### config.mk
export PLATFORM = sky130hd
export DESIGN_NAME = core_lowpower_config_regs
export DESIGN_NICKNAME = d
export VERILOG_FILES = /design/src/logic/lp_cfg_pkg.sv /design/src/logic/core_lowpower_config_regs.sv
export SDC_FILE = /design/constraint.sdc
export NUM_CORES = 1
export LEC_CHECK = 0
export ABC_AREA = 1
export BUFFER_PORTS_ARGS = -buffer_cell sky130_fd_sc_hd__buf_4
export CORE_MARGIN = 1
export CORE_UTILIZATION = 38
export DETAILED_ROUTE_END_ITERATION = 12
export GPL_ROUTABILITY_DRIVEN = 0
export HOLD_SLACK_MARGIN = 0.1
export PLACE_DENSITY = 0.82
export SLEW_MARGIN = 0
export SYNTH_ARGS = -nofsm -noshare
export SYNTH_HDL_FRONTEND = slang
export SYNTH_SLANG_ARGS = --single-unit
### constraint.sdc
create_clock -name clk_i -period 1.5 [get_ports clk_i]
set_input_delay 0.225 -clock clk_i [delete_from_list [all_inputs] [get_ports clk_i]]
set_output_delay 0.225 -clock clk_i [all_outputs]
set_load 0.005 [all_outputs]
### src/logic/lp_cfg_pkg.sv
/*
 * Package for the low-power and core configuration register bank:
 * register offsets, field positions, reset values and carrier structs.
 * Assumes a 32-bit byte-addressed register port; offsets are byte addresses.
 */
`default_nettype none

package lp_cfg_pkg;

    localparam int          AW = 8;
    localparam logic [7:0]  LOW_POWER_CONTROL_OFS   = 8'h00;
    localparam logic [7:0]  CORE_CONFIG_CONTROL_OFS = 8'h04;
    localparam logic [7:0]  WAIT_STATUS_OFS         = 8'h08;

    localparam int WAKE_ON_ANY_PENDING_POS = 4;
    localparam int DEEP_SLEEP_SELECT_POS   = 2;
    localparam int SLEEP_ON_ISR_RETURN_POS = 1;

    localparam int BRANCH_GUESS_ON_POS        = 18;
    localparam int INSTR_CACHE_ENABLE_POS     = 17;
    localparam int DATA_CACHE_ENABLE_POS      = 16;
    localparam int STACK_ALIGN_8B_POS         = 9;
    localparam int HI_PRI_BUSFAULT_IGNORE_POS = 8;
    localparam int DIVZERO_TRAP_ENABLE_POS    = 4;

    localparam int STACKED_ALIGN_POS = 9;

    localparam logic [31:0] LOW_POWER_CONTROL_WMASK = 32'h0000_0016;
    localparam logic [31:0] LOW_POWER_CONTROL_RST   = 32'h0000_0000;
    localparam logic [31:0] CORE_CONFIG_RST         = 32'h0000_0000;

    typedef struct packed {
        logic wake_on_any_pending;
        logic deep_sleep_select;
        logic sleep_on_isr_return;
    } low_power_t;

    typedef struct packed {
        logic instr_cache_enable;
        logic data_cache_enable;
        logic hi_pri_busfault_ignore;
        logic divzero_trap_enable;
    } core_cfg_t;

    typedef struct packed {
        logic [lp_cfg_pkg::AW-1:0] addr;
        logic [31:0]               wdata;
        logic                      wr;
        logic                      rd;
    } reg_req_t;

endpackage

`default_nettype wire

### src/logic/core_lowpower_config_regs.sv
/*
 * Low-power control and core configuration register bank with the wake,
 * sleep, bus-fault and divide-trap decisions it steers.
 * Assumes the core pipeline reports events, handler returns and faults as
 * one-cycle pulses on clk_i; the external event pin is asynchronous.
 */
// Implementation choices: the address map and the address-and-strobe port.
// Functional notes
// - wake_on_any_pending clear: only enabled interrupts or events wake the core
// - wake_on_any_pending set: events and all interrupts, disabled too, wake
// - newly pending event or interrupt raises the wake event signal
// - event arriving outside a wait is latched; next wait finishes at once
// - send event instruction or external event input also wakes the core
// - deep_sleep_select picks ordinary sleep (0) or deep sleep (1)
// - sleep_on_isr_return set: sleep on handler to thread return
// - branch_guess_on is read-only and always reads one
// - instr_cache_enable is read-write and enables the instruction cache
// - data_cache_enable is read-write and enables the data cache
// - stack_align_8b is read-only and always reads one
// - padding recorded in stacked status bit 9, used to restore on return
// - ignore clear: data bus fault at priority -1 or -2 causes lock-up
// - ignore set: priority -1 and -2 handlers ignore data bus faults
// - divzero_trap_enable chooses whether divide by zero traps
`timescale 1ns/1ps
`default_nettype none

module core_lowpower_config_regs #(
    parameter logic IC_PRESENT = 1'b1,
    parameter logic DC_PRESENT = 1'b1
) (
    // clock and reset
    input  wire logic                       clk_i,
    input  wire logic                       rst_i,
    // register port
    input  wire lp_cfg_pkg::reg_req_t       req_i,
    output logic [31:0]                     rdata_o,
    // wake sources
    input  wire logic                       irq_pending_pulse_i,
    input  wire logic                       irq_enabled_i,
    input  wire logic                       event_pulse_i,
    input  wire logic                       send_event_i,
    input  wire logic                       ext_event_i,
    // wait, sleep and exception flow
    input  wire logic                       wfe_start_i,
    input  wire logic                       wfi_start_i,
    input  wire logic                       isr_return_i,
    input  wire logic                       exc_entry_i,
    input  wire logic                       sp_misaligned_i,
    input  wire logic                       exc_return_i,
    input  wire logic [31:0]                stacked_status_i,
    // faults
    input  wire logic                       data_busfault_i,
    input  wire logic                       hi_pri_level_i,
    input  wire logic                       div_zero_i,
    // core and power controller outputs
    output logic                            wfe_stall_o,
    output logic                            wake_o,
    output logic                            sleep_o,
    output logic                            deep_sleep_o,
    output logic                            icache_en_o,
    output logic                            dcache_en_o,
    output logic                            pad_flag_o,
    output logic                            sp_realign_o,
    output logic                            lockup_o,
    output logic                            busfault_ignored_o,
    output logic                            div_trap_o
);

    lp_cfg_pkg::low_power_t lp_q, lp_d;
    lp_cfg_pkg::core_cfg_t  cc_q, cc_d;
    logic [31:0] rdata_q, rdata_d;
    logic ext_s1_q, ext_s2_q, ext_s3_q;
    logic event_latch_q, event_latch_d;
    logic stall_q, stall_d;
    logic sleep_q, sleep_d, deep_q, deep_d;
    logic wake_q, wake_d;
    logic pad_q, pad_d, realign_q, realign_d;
    logic lockup_q, lockup_d, bfign_q, bfign_d, divt_q, divt_d;
    logic wake_src;
    logic [31:0] lp_rd, cc_rd;

    // external event pin: two stages, third stage only for edge detection
    always_ff @(posedge clk_i)
    begin
        if (rst_i)
        begin
            ext_s1_q <= 1'b0;
            ext_s2_q <= 1'b0;
            ext_s3_q <= 1'b0;
        end
        else
        begin
            ext_s1_q <= ext_event_i;
            ext_s2_q <= ext_s1_q;
            ext_s3_q <= ext_s2_q;
        end
    end

    // register reads: reserved bits are zero
    always_comb
    begin
        lp_rd = 32'h0000_0000;
        lp_rd[lp_cfg_pkg::WAKE_ON_ANY_PENDING_POS] = lp_q.wake_on_any_pending;
        lp_rd[lp_cfg_pkg::DEEP_SLEEP_SELECT_POS]   = lp_q.deep_sleep_select;
        lp_rd[lp_cfg_pkg::SLEEP_ON_ISR_RETURN_POS] = lp_q.sleep_on_isr_return;
        cc_rd = 32'h0000_0000;
        cc_rd[lp_cfg_pkg::BRANCH_GUESS_ON_POS]        = 1'b1;
        cc_rd[lp_cfg_pkg::INSTR_CACHE_ENABLE_POS]     = cc_q.instr_cache_enable;
        cc_rd[lp_cfg_pkg::DATA_CACHE_ENABLE_POS]      = cc_q.data_cache_enable;
        cc_rd[lp_cfg_pkg::STACK_ALIGN_8B_POS]         = 1'b1;
        cc_rd[lp_cfg_pkg::HI_PRI_BUSFAULT_IGNORE_POS] = cc_q.hi_pri_busfault_ignore;
        cc_rd[lp_cfg_pkg::DIVZERO_TRAP_ENABLE_POS]    = cc_q.divzero_trap_enable;
    end

    // register writes and read data
    always_comb
    begin
        lp_d    = lp_q;
        cc_d    = cc_q;
        rdata_d = 32'h0000_0000;
        if (req_i.wr && req_i.addr == lp_cfg_pkg::LOW_POWER_CONTROL_OFS)
        begin
            lp_d.wake_on_any_pending = req_i.wdata[lp_cfg_pkg::WAKE_ON_ANY_PENDING_POS];
            lp_d.deep_sleep_select   = req_i.wdata[lp_cfg_pkg::DEEP_SLEEP_SELECT_POS];
            lp_d.sleep_on_isr_return = req_i.wdata[lp_cfg_pkg::SLEEP_ON_ISR_RETURN_POS];
        end
        else if (req_i.wr && req_i.addr == lp_cfg_pkg::CORE_CONFIG_CONTROL_OFS)
        begin
            // absent caches keep their bit at zero
            lp_d = lp_q;
            cc_d.instr_cache_enable =
                IC_PRESENT & req_i.wdata[lp_cfg_pkg::INSTR_CACHE_ENABLE_POS];
            cc_d.data_cache_enable =
                DC_PRESENT & req_i.wdata[lp_cfg_pkg::DATA_CACHE_ENABLE_POS];
            cc_d.hi_pri_busfault_ignore =
                req_i.wdata[lp_cfg_pkg::HI_PRI_BUSFAULT_IGNORE_POS];
            cc_d.divzero_trap_enable = req_i.wdata[lp_cfg_pkg::DIVZERO_TRAP_ENABLE_POS];
        end
        if (req_i.rd)
        begin
            if (req_i.addr == lp_cfg_pkg::LOW_POWER_CONTROL_OFS)
                rdata_d = lp_rd;
            else if (req_i.addr == lp_cfg_pkg::CORE_CONFIG_CONTROL_OFS)
                rdata_d = cc_rd;
            else if (req_i.addr == lp_cfg_pkg::WAIT_STATUS_OFS)
                rdata_d = {28'h000_0000, sleep_q, deep_q, stall_q, event_latch_q};
            else
                rdata_d = 32'h0000_0000;
        end
    end

    // wake, wait and sleep control
    always_comb
    begin
        // disabled interrupts count only with wake_on_any_pending set
        wake_src = event_pulse_i | send_event_i | (ext_s2_q & ~ext_s3_q)
                 | (irq_pending_pulse_i
                    & (irq_enabled_i | lp_q.wake_on_any_pending));
        event_latch_d = event_latch_q;
        stall_d       = stall_q;
        wake_d        = 1'b0;
        sleep_d       = sleep_q;
        deep_d        = deep_q;
        if (stall_q)
        begin
            if (wake_src)
            begin
                stall_d = 1'b0;
                wake_d  = 1'b1;
            end
        end
        else if (wfe_start_i)
        begin
            // a latched event lets the wait finish with no stall
            if (event_latch_q || wake_src)
            begin
                event_latch_d = 1'b0;
                wake_d        = 1'b1;
            end
            else
                stall_d = 1'b1;
        end
        else if (wake_src)
            event_latch_d = 1'b1;
        // deep sleep holds sleep_q low, so both states must answer a wake
        if ((sleep_q || deep_q) && wake_src)
        begin
            sleep_d = 1'b0;
            deep_d  = 1'b0;
            wake_d  = 1'b1;
        end
        else if (wfi_start_i || (isr_return_i && lp_q.sleep_on_isr_return))
        begin
            sleep_d = ~lp_q.deep_sleep_select;
            deep_d  = lp_q.deep_sleep_select;
        end
    end

    // fault, divide and stack alignment decisions
    always_comb
    begin
        lockup_d  = lockup_q | (data_busfault_i & hi_pri_level_i
                               & ~cc_q.hi_pri_busfault_ignore);
        bfign_d   = data_busfault_i & hi_pri_level_i
                  & cc_q.hi_pri_busfault_ignore;
        divt_d    = div_zero_i & cc_q.divzero_trap_enable;
        pad_d     = exc_entry_i ? sp_misaligned_i : pad_q;
        realign_d = exc_return_i & stacked_status_i[lp_cfg_pkg::STACKED_ALIGN_POS];
    end

    always_ff @(posedge clk_i)
    begin
        if (rst_i)
        begin
            lp_q          <= lp_cfg_pkg::low_power_t'(3'h0);
            cc_q          <= lp_cfg_pkg::core_cfg_t'(4'h0);
            rdata_q       <= 32'h0000_0000;
            event_latch_q <= 1'b0;
            stall_q       <= 1'b0;
            wake_q        <= 1'b0;
            sleep_q       <= 1'b0;
            deep_q        <= 1'b0;
            pad_q         <= 1'b0;
            realign_q     <= 1'b0;
            lockup_q      <= 1'b0;
            bfign_q       <= 1'b0;
            divt_q        <= 1'b0;
        end
        else
        begin
            lp_q          <= lp_d;
            cc_q          <= cc_d;
            rdata_q       <= rdata_d;
            event_latch_q <= event_latch_d;
            stall_q       <= stall_d;
            wake_q        <= wake_d;
            sleep_q       <= sleep_d;
            deep_q        <= deep_d;
            pad_q         <= pad_d;
            realign_q     <= realign_d;
            lockup_q      <= lockup_d;
            bfign_q       <= bfign_d;
            divt_q        <= divt_d;
        end
    end

    assign rdata_o            = rdata_q;
    assign wfe_stall_o        = stall_q;
    assign wake_o             = wake_q;
    assign sleep_o            = sleep_q;
    assign deep_sleep_o       = deep_q;
    assign icache_en_o        = cc_q.instr_cache_enable;
    assign dcache_en_o        = cc_q.data_cache_enable;
    assign pad_flag_o         = pad_q;
    assign sp_realign_o       = realign_q;
    assign lockup_o           = lockup_q;
    assign busfault_ignored_o = bfign_q;
    assign div_trap_o         = divt_q;

    // checks
    ro_ones_a: assert property (@(posedge clk_i) disable iff (rst_i)
        req_i.rd && req_i.addr == lp_cfg_pkg::CORE_CONFIG_CONTROL_OFS
        |=> rdata_o[18] && rdata_o[9])
        else $error("read-only ones missing");
    reserved_zero_a: assert property (@(posedge clk_i) disable iff (rst_i)
        req_i.rd && req_i.addr == lp_cfg_pkg::LOW_POWER_CONTROL_OFS
        |=> (rdata_o & 32'hFFFF_FFE9) == 32'h0000_0000)
        else $error("reserved bits not zero");
    disabled_irq_a: assert property (@(posedge clk_i) disable iff (rst_i)
        stall_q && irq_pending_pulse_i && !irq_enabled_i && !lp_q.wake_on_any_pending
        && !event_pulse_i && !send_event_i && !(ext_s2_q && !ext_s3_q) |=> stall_q)
        else $error("disabled interrupt woke core");
    any_pend_a: assert property (@(posedge clk_i) disable iff (rst_i)
        stall_q && irq_pending_pulse_i && lp_q.wake_on_any_pending
        |=> !stall_q && wake_o)
        else $error("pending interrupt did not wake");
    latched_event_a: assert property (@(posedge clk_i) disable iff (rst_i)
        event_latch_q && !stall_q && wfe_start_i |=> wake_o && !stall_q && !event_latch_q)
        else $error("latched event ignored");
    sev_wake_a: assert property (@(posedge clk_i) disable iff (rst_i)
        stall_q && send_event_i |=> wake_o)
        else $error("send event did not wake");
    sleep_kind_a: assert property (@(posedge clk_i) disable iff (rst_i)
        !sleep_q && !deep_q && wfi_start_i |=> deep_sleep_o == $past(lp_q.deep_sleep_select)
        && sleep_o == !$past(lp_q.deep_sleep_select))
        else $error("wrong sleep kind");
    isr_return_a: assert property (@(posedge clk_i) disable iff (rst_i)
        !sleep_q && !deep_q && !wfi_start_i && isr_return_i && !lp_q.sleep_on_isr_return
        |=> !sleep_o && !deep_sleep_o)
        else $error("slept on return");
    lockup_a: assert property (@(posedge clk_i) disable iff (rst_i)
        data_busfault_i && hi_pri_level_i && !cc_q.hi_pri_busfault_ignore
        |=> lockup_o [*2])
        else $error("no lockup");
    bf_ignore_a: assert property (@(posedge clk_i) disable iff (rst_i)
        data_busfault_i && hi_pri_level_i && cc_q.hi_pri_busfault_ignore
        |=> busfault_ignored_o && lockup_o == $past(lockup_o))
        else $error("busfault not ignored");
    div_trap_a: assert property (@(posedge clk_i) disable iff (rst_i)
        div_zero_i |=> div_trap_o == $past(cc_q.divzero_trap_enable))
        else $error("divide trap wrong");
    realign_a: assert property (@(posedge clk_i) disable iff (rst_i)
        exc_entry_i |=> pad_flag_o == $past(sp_misaligned_i))
        else $error("pad flag not recorded");
    wfe_wake_c: cover property (@(posedge clk_i) disable iff (rst_i)
        wfe_start_i ##1 stall_q [*2] ##1 wake_o);
    deep_c: cover property (@(posedge clk_i) disable iff (rst_i) deep_sleep_o ##[1:20] wake_o);
    exit_sleep_c: cover property (@(posedge clk_i) disable iff (rst_i)
        isr_return_i && lp_q.sleep_on_isr_return ##1 sleep_o);

endmodule

`default_nettype wire

==> results of run 1 <==
-- cells in the mapped netlist --
cell type / count / area [um^2]
nor2_8: 2 / 40.0
nand2_1: 24 / 90.1
nand2_4: 1 / 11.3
clkinv_1: 1 / 3.75
and2_1: 1 / 6.26
inv_1: 22 / 82.6
nand4_1: 1 / 6.26
a21o_1: 1 / 7.51
buf_4: 23 / 173
buf_2: 1 / 5.00
nor2_1: 23 / 86.3
nor3_1: 1 / 5.00
nand2_2: 2 / 12.5
nand3_2: 1 / 10.0
o21ai_0: 4 / 20.0
dfxtp_1: 29 / 581
a21oi_1: 14 / 70.1
clkbuf_8: 1 / 13.8
a31oi_1: 1 / 6.26
conb_1: 1 / 3.75
nand3_1: 12 / 60.1
nor2_2: 3 / 18.8
or2_2: 1 / 6.26
-- cell families (layout without fill, tap and decap cells) --
kind of cell / after synthesis / count (layout) / share of synthesized area (%)
AOI/OAI and AO/OA: 20 / 20 / 7.88
other: 1 / 22 / 0.284
DFF: 29 / 29 / 44.0
and+or+nand+nor: 72 / 72 / 26.8
buffers and inverters: 48 / 86 / 21.1
-- power groups by stage --
stage / Sequential (W) / Clock [W] / Combinational, W
after floorplan: 0.000810 / 0 / 0.000119
after global placement: 0.000809 / 0 / 0.000168
after detailed placement: 0.000810 / 0 / 0.000171
after CTS: 0.000792 / 0.000483 / 0.000175
after global routing: 0.000794 / 0.000519 / 0.000200
final: 0.000792 / 0.000461 / 0.000175
-- placed cells by master (no fill, tap or decap), types with 2 or more instances in the layout --
| cell | instances |
|---|---|
| nor2_2 | 3 |
| nand2_1 | 24 |
| nand3_1 | 12 |
| dfxtp_1 | 29 |
| clkbuf_4 | 5 |
| inv_1 | 22 |
| o21ai_0 | 4 |
| dlygate4sd3_1 | 2 |
| nand2_2 | 2 |
| conb_1 | 22 |
| a21oi_1 | 14 |
| buf_4 | 54 |
| nor2_1 | 23 |
| nor2_8 | 2 |
-- worst min path at each step --
stage,startpoint,end,slack [ns],cells past startpoint
final,stacked_status_i[9],sp_realign_o,0.12,3
after global routing,div_zero_i,div_trap_o,0.13,3
after CTS,stacked_status_i[9],sp_realign_o,0.11,3
after detailed placement,ext_s1_q,ext_s2_q,0.39,2
after global placement,ext_s1_q,ext_s2_q,0.39,2
after floorplan,rst_i,wfe_stall_o,0.30,1
-- metal layers --
layer  global-route usage (%)  wire [um]  share of wire, %  vias to the layer above
met2                     25.0       1160                47                       41
li1                         -          -                 -                      598
met4                     6.82         12              0.49                        0
met5                        0          0                 0                        -
met3                     5.97        214               8.8                        2
met1                     15.2       1050                43                      488
-- state kept, by name (all words and copies together), names as in the netlist --
| signal | cells |
|---|---|
| rdata_o | 9 |
| lp_q | 3 |
| cc_q | 2 |
| busfault_ignored_o | 1 |
| dcache_en_o | 1 |
| deep_sleep_o | 1 |
| div_trap_o | 1 |
| event_latch_q | 1 |
| ext_s1_q | 1 |
| ext_s2_q | 1 |
| ext_s3_q | 1 |
| icache_en_o | 1 |
| lockup_o | 1 |
| pad_flag_o | 1 |
| sleep_o | 1 |
| sp_realign_o | 1 |
| wake_o | 1 |
| wfe_stall_o | 1 |
-- area by class of cell --
cell class	instances	area (um^2)	share of cell area, %
clock buffers	7	55.1	3.16
well taps	46	57.6	3.30
flip-flops and latches	29	581	33.3
repair buffers	56	425	24.4
multi-input cells	114	539	30.9
inverters	23	86.3	4.95
-- per-stage QoR --
| step | util [%] | instance area (um^2) | cells | hold WS (ns) |
|---|---|---|---|---|
| 2_1_floorplan | - | 1400 | 191 | 0.304 |
| 3_3_place_gp | 50.0 | 1670 | 266 | 0.392 |
| 3_5_place_dp | 50.0 | 1670 | 266 | 0.393 |
| 4_1_cts | 52.3 | 1740 | 275 | 0.115 |
| 5_1_grt | 52.3 | 1740 | 275 | 0.126 |
| 6_report | 52.3 | 1740 | 275 | 0.121 |
-- timing repair --
item	in CTS	in global routing
gates resized for setup	0	0
hold endpoints to repair	2	0
hold buffers	2	0
==> impl_metrics.yaml, run 1 <==
critical_path:
  startpoint_type: "flip-flop"
  worst-path-stages: 1
  critical_path.slowest_cell: "dfxtp_1"
  r2r_start: "lp_q[2]"
  r2r_cells: 5
  cpPeakStageDelay_ns: 0.43
  r2r_end: "deep_sleep_o"
  worst-path-max-fanout: 6
  path_class: "reg -> out"
  ff2ff_setup_slack_ns: 0.49
  cp_num_buf_inv: 1
  crit_start: "wfe_stall_o"
  critPathCapture: "wfe_stall_o"
  crit_chain: "buf_4"
  critPathTopFamily: "flip-flops"
  worstSetupEndpointType: "output pin"
  cp_data_arrival_time_ns: 0.89
  required_ns: 1.27
yosys:
  yosysSeqAreaShare_pct: 44.0
  ys_seq_elements: 29
  yosysWarnings: 0
  ys_types: 23
  mappedNetlistArea_um2: 1320
  avgSynthCellArea_um2: 7.76
  postSynthCellCount: 170
sta:
  setup_viol: 0
  rsz0062_at_grt: "no"
  finalSetupTns_ns: 0
  final.min_clock_period_ns: 1.11
  fin_ws_ns: 0.385
  fin_crit_sh_pct: 74.3
  drv_slew: 0
  fmax_ghz: 0.897
  clock_skew_ns: 0.00534
  hold_viol_final: 0
routing:
  drt-initial-drc-count: 48
  routed_wl_um: 2430
  dr_total_vias: 1129
  drc: 0
  ant_nets: 0
  drtPass1Iterations: 4
  wl_per_cell_um: 8.85
  viasPerCell: 4.11
cts:
  cts_tree: "yes"
  numCtsBuffers: 5
  clk_path_buf_depth: 2
  cts_root_buf: "clkbuf_4"
  clock-sinks: 29
  worstSkewPairLatency_ns: 0.31
  post_cts_buffers: 0
  htree_num_levels: 2
  clk_pin_slew_ns: 0.08
floorplanning:
  die_y_um: 60.9
  core_um2: 3340
  start_util_pct: 39.5
  rows: 21
  io_pins: 133
  die_w_um: 60.9
  dieArea_um2: 3710
power_and_ir_drop:
  p_leak_nw: 0.911
  seqPwrFrac_pct: 55.5
  p_comb_share_pct: 12.2
  power_w: 0.00143
  sw_frac_of_total_pct: 23.2
  p_switching_w: 0.000331
  internal-power_w: 0.00110
  ir_drop_uv: 493
  power.clock.fraction_pct: 32.3
  p_per_area_nw_per_um2: 819
grt:
  grt_pass1_vias: 947
  grtUsageTotal_pct: 14.4
  grt-ovfl-total: 0
  grt_pass1_wl_um: 3810
  grt_max_degree: 14
  antenna_found_initial: 0
placement:
  place_ws_ns: 0.372
  numPortBuffers: 53
  dp_hpwl_um: 1900
cells_and_area:
  drive_gt1_share_pct: 30.6
  nNetsFinal: 319
  syn_to_final_growth_pct: 32.3
  diodes: 0
  fillCellCount: 340
job:
  cap_violations: 0
hold_path:
  hp-class: "in -> reg"
run_status:
  status: "finished, final reports clean"
(Power assumes the default switching activity.)
==> run 2, diff against run 1 <==
- CORE_UTILIZATION: 38 -> 35
- PLACE_DENSITY: 0.82 -> 0.76
- clock period: 1.5 -> 1.1 ns (I/O delays scaled with it)
==> run 2 against run 1 <==
  * Setup slack lost 0.30 ns
  * Count of clock-buffer cells in the layout unchanged
  * Sequential cell count did not move
  * Combinational power is 42% higher
  * Power grew 60%
  * Sequential share of layout area fell by 1.4 points
  * Critical path depth stayed put
  * Critical path type unchanged
  * Critical endpoint unchanged
  * Largest cell class unchanged
==> impl_metrics.yaml, run 2 (same netlist as run 1, synthesis figures left out) <==
run_status:
  status: "finished, final reports clean"
cells_and_area:
  fillCellCount: 346
  final_cell_mix: "54 x buf_4, 29 x dfxtp_1, 24 x nand2_1"
  diodes: 0
  design_area_um2: 1820
  largest_register_ffs: 9
  layout_commonest_cell: "buf_4"
  drive_gt1_share_pct: 30.9
  syn_to_final_growth_pct: 38.0
  nNetsFinal: 322
cts:
  cts_resized: 0
  cts_tree: "yes"
  post_cts_buffers: 0
  clk_path_buf_depth: 2
  hold_buffers: 5
  worstSkewPairLatency_ns: 0.28
  clock-sinks: 29
  cts_root_buf: "clkbuf_8"
  clk_pin_slew_ns: 0.06
  numCtsBuffers: 5
  htree_num_levels: 2
floorplanning:
  die_w_um: 63.4
  start_util_pct: 38.0
  dieArea_um2: 4020
  rows: 21
  core_um2: 3470
  die_y_um: 63.4
  io_pins: 133
critical_path:
  worstSetupEndpointType: "output pin"
  cpPeakStageDelay_ns: 0.42
  r2r_start: "lp_q[0]"
  startpoint_type: "flip-flop"
  crit_start: "wfe_stall_o"
  worst-path-max-fanout: 6
  crit_chain: "buf_4"
  required_ns: 0.94
  critical_path.slowest_cell: "dfxtp_1"
  cp_data_arrival_time_ns: 0.85
  critPathTopFamily: "flip-flops"
  path_class: "reg -> out"
  ff2ff_setup_slack_ns: 0.11
  cp_num_buf_inv: 1
routing:
  ant_nets: 0
  viasPerCell: 4.13
  routed_wl_um: 2610
  dr_total_vias: 1151
  wl_per_cell_um: 9.36
  drt-initial-drc-count: 57
  drc: 0
  drtPass1Iterations: 4
grt:
  grt_max_degree: 14
  grtUsageTotal_pct: 14.8
  grt_pass1_wl_um: 4450
  grt-ovfl-total: 0
  antenna_found_initial: 0
  grt_pass1_vias: 1032
sta:
  fin_ws_ns: 0.0846
  hold_viol_final: 0
  clock_skew_ns: 0.00273
  setup_viol: 0
  hold_ws_ns: 0.118
  fmax_ghz: 0.985
  drv_slew: 0
  rsz0062_at_grt: "no"
  finalSetupTns_ns: 0
  final.min_clock_period_ns: 1.02
  fin_crit_sh_pct: 92.3
hold_path:
  min-delay-start: "sp_misaligned_i"
  hp-class: "in -> reg"
power_and_ir_drop:
  ir_drop_uv: 681
  p_leak_nw: 0.946
  p_per_area_nw_per_um2: 1260
placement:
  dp_hpwl_um: 1960
  placed_area_um2: 1670
  place_ws_ns: 0.0107
  numPortBuffers: 53
job:
  cap_violations: 0
[run 2: cell types whose count changed in the layout (fill, tap and decap cells not counted), sizes merged]
cell / change
clkinv: +1
dlygate4sd3: +3
[run 2: report_power, final]
part	leakage [nW]	switching, W	internal, W
Sequential	0.236	0.00000890	0.00107
Combinational	0.657	0.000116	0.000132
Clock	0.0542	0.000397	0.000564
Total	0.946	0.000522	0.00177
[run 2: worst paths after layout]
| check | endpoint | depth (start not counted) |
|---|---|---|
| worst max-delay path | wfe_stall_o | 1 |
| worst min-delay path | pad_flag_o | 3 |
| worst max register to register | deep_sleep_o | 3 |
| worst min register to register | ext_s2_q | 2 |
[run 2: layout make-up]
class                      count  area (um^2)  share of cell area (%)
clock buffer                   7         96.3                    5.29
clock inverter                 1         5.00                   0.275
inverter                      23         86.3                    4.74
multi-input combinational    114          539                    29.6
sequential                    29          581                    31.9
tap                           46         57.6                    3.16
timing repair buffer          59          455                    25.0
[run 2: per-stage QoR]
step | util, % | std cells | power [W]
finish | 52.5 | 279 | 0.00229
global route | 52.5 | 279 | 0.00242
CTS | 52.5 | 279 | 0.00231
detailed placement | 48.1 | 266 | 0.00134
global placement | 48.1 | 266 | 0.00133
floorplan | - | 191 | 0.00127
[run 2: per-layer routing]
metal	vias to the layer above	track usage, %	part of all wire (%)
met4	0	6.82	1.8
li1	605	-	-
met3	6	7.43	9.2
met2	48	23.3	46
met5	-	0	0
met1	492	16.4	43
==> run 3, diff against run 2 <==
- CORE_UTILIZATION: 35 -> 24
- PLACE_DENSITY: 0.76 -> 0.55
==> run 3 against run 2 <==
  * Sequential power about the same
  * Worst hold slack lost 0.0033 ns
  * Maximum frequency fell by 1.3%
==> impl_metrics.yaml, run 3 (same netlist as run 1, synthesis figures left out) <==
critical_path:
  critPathTopFamily: "flip-flops"
  ff2ff_setup_slack_ns: 0.11
  worst-path-max-fanout: 6
  cpPeakStageDelay_ns: 0.43
  r2r_start: "lp_q[0]"
  crit_start: "wfe_stall_o"
  required_ns: 0.94
  critical_path.slowest_cell: "dfxtp_1"
  r2r_end: "deep_sleep_o"
  crit_chain: "buf_4"
  cp_num_buf_inv: 1
  cp_data_arrival_time_ns: 0.86
  r2r_cells: 3
  path_class: "reg -> out"
  startpoint_type: "flip-flop"
  worst-path-stages: 1
  worstSetupEndpointType: "output pin"
  critPathCapture: "wfe_stall_o"
cells_and_area:
  syn_to_final_growth_pct: 38.2
  drive_gt1_share_pct: 31.5
  nNetsFinal: 321
  final_cell_mix: "55 x buf_4, 29 x dfxtp_1, 24 x nand2_1"
  seqCellArea_um2: 581
  layout_commonest_cell: "buf_4"
  fillCellCount: 574
  largest_register_ffs: 9
  diodes: 0
  multiInputGateArea_um2: 539
  fin_util_pct: 35.0
floorplanning:
  io_pins: 133
  die_w_um: 76.1
  start_util_pct: 25.3
  core_um2: 5200
  die_y_um: 76.1
  dieArea_um2: 5800
  rows: 26
power_and_ir_drop:
  p_per_area_nw_per_um2: 1190
  p_leak_nw: 0.933
  ir_drop_uv: 510
  power_w: 0.00218
cts:
  clk_pin_slew_ns: 0.07
  clk_path_buf_depth: 2
  cts_tree: "yes"
  clock-sinks: 29
  numCtsBuffers: 5
  cts_root_buf: "clkbuf_8"
  worstSkewPairLatency_ns: 0.28
  post_cts_buffers: 0
  htree_num_levels: 2
sta:
  clock_skew_ns: 0.00714
  hold_ws_ns: 0.115
  rsz0062_at_grt: "no"
  drv_slew: 0
  hold_viol_final: 0
  fin_ws_ns: 0.0713
  fin_crit_sh_pct: 93.5
  fmax_ghz: 0.972
  final.min_clock_period_ns: 1.03
  setup_viol: 0
  finalSetupTns_ns: 0
job:
  cap_violations: 0
grt:
  grt_pass1_wl_um: 4680
  antenna_found_initial: 0
  grtUsageTotal_pct: 10.3
  grt_pass1_vias: 1019
  grt-ovfl-total: 0
  grt_max_degree: 14
hold_path:
  hp-class: "in -> reg"
routing:
  dr_total_vias: 1150
  drt-initial-drc-count: 34
  ant_nets: 0
  viasPerCell: 3.81
  routed_wl_um: 2800
  drtPass1Iterations: 4
  wl_per_cell_um: 9.27
  drc: 0
placement:
  dp_hpwl_um: 2130
  place_ws_ns: -0.0286
  numPortBuffers: 53
run_status:
  status: "finished, final reports clean"
==> run 3: cell type report <==
| class | count | share of cell area, % |
|---|---|---|
| Sequential cell | 29 | 31.8 |
| Multi-Input combinational cell | 114 | 29.6 |
| Timing Repair Buffer | 58 | 24.3 |
| Tap cell | 70 | 4.80 |
| Inverter | 23 | 4.74 |
| Clock buffer | 5 | 3.77 |
| Clock inverter | 3 | 0.961 |
==> run 3: timing repair <==
item                                    4_1_cts  5_1_grt
hold buffers                                  3        0
gates resized for setup                       0        1
endpoints found under the setup margin        0        2
endpoints found under the hold margin         3        0
==> run 3: layer usage <==
| layer | part of all wire, % | track usage [%] | vias to the layer above |
|---|---|---|---|
| met5 | 0 | 0 | - |
| li1 | - | - | 603 |
| met4 | 1.6 | 5.19 | 0 |
| met2 | 43 | 15.3 | 48 |
| met1 | 47 | 12.9 | 492 |
| met3 | 8.4 | 4.07 | 7 |
==> run 3: how the worst min path moves through the flow <==
stage	startpoint	end	slack (ns)	cells past startpoint
global placement	exc_entry_i	pad_flag_o	0.35	2
CTS	stacked_status_i[9]	sp_realign_o	0.11	3
global route	stacked_status_i[9]	sp_realign_o	0.12	3
detailed placement	exc_entry_i	pad_flag_o	0.35	2
finish	stacked_status_i[9]	sp_realign_o	0.12	3
floorplan	rst_i	wfe_stall_o	0.24	1
==> run 3: power breakdown <==
group | internal (W) | switching (W)
sequential | 0.00107 | 0.00000921
combinational | 0.000130 | 0.000117
clock | 0.000435 | 0.000414
total | 0.00164 | 0.000540
==> run 3: through the flow <==
stage | std cells | area, um^2
5_1_grt | 302 | 1820
6_report | 302 | 1820
3_5_place_dp | 291 | 1710
2_1_floorplan | 191 | 1400
4_1_cts | 302 | 1820
3_3_place_gp | 291 | 1710
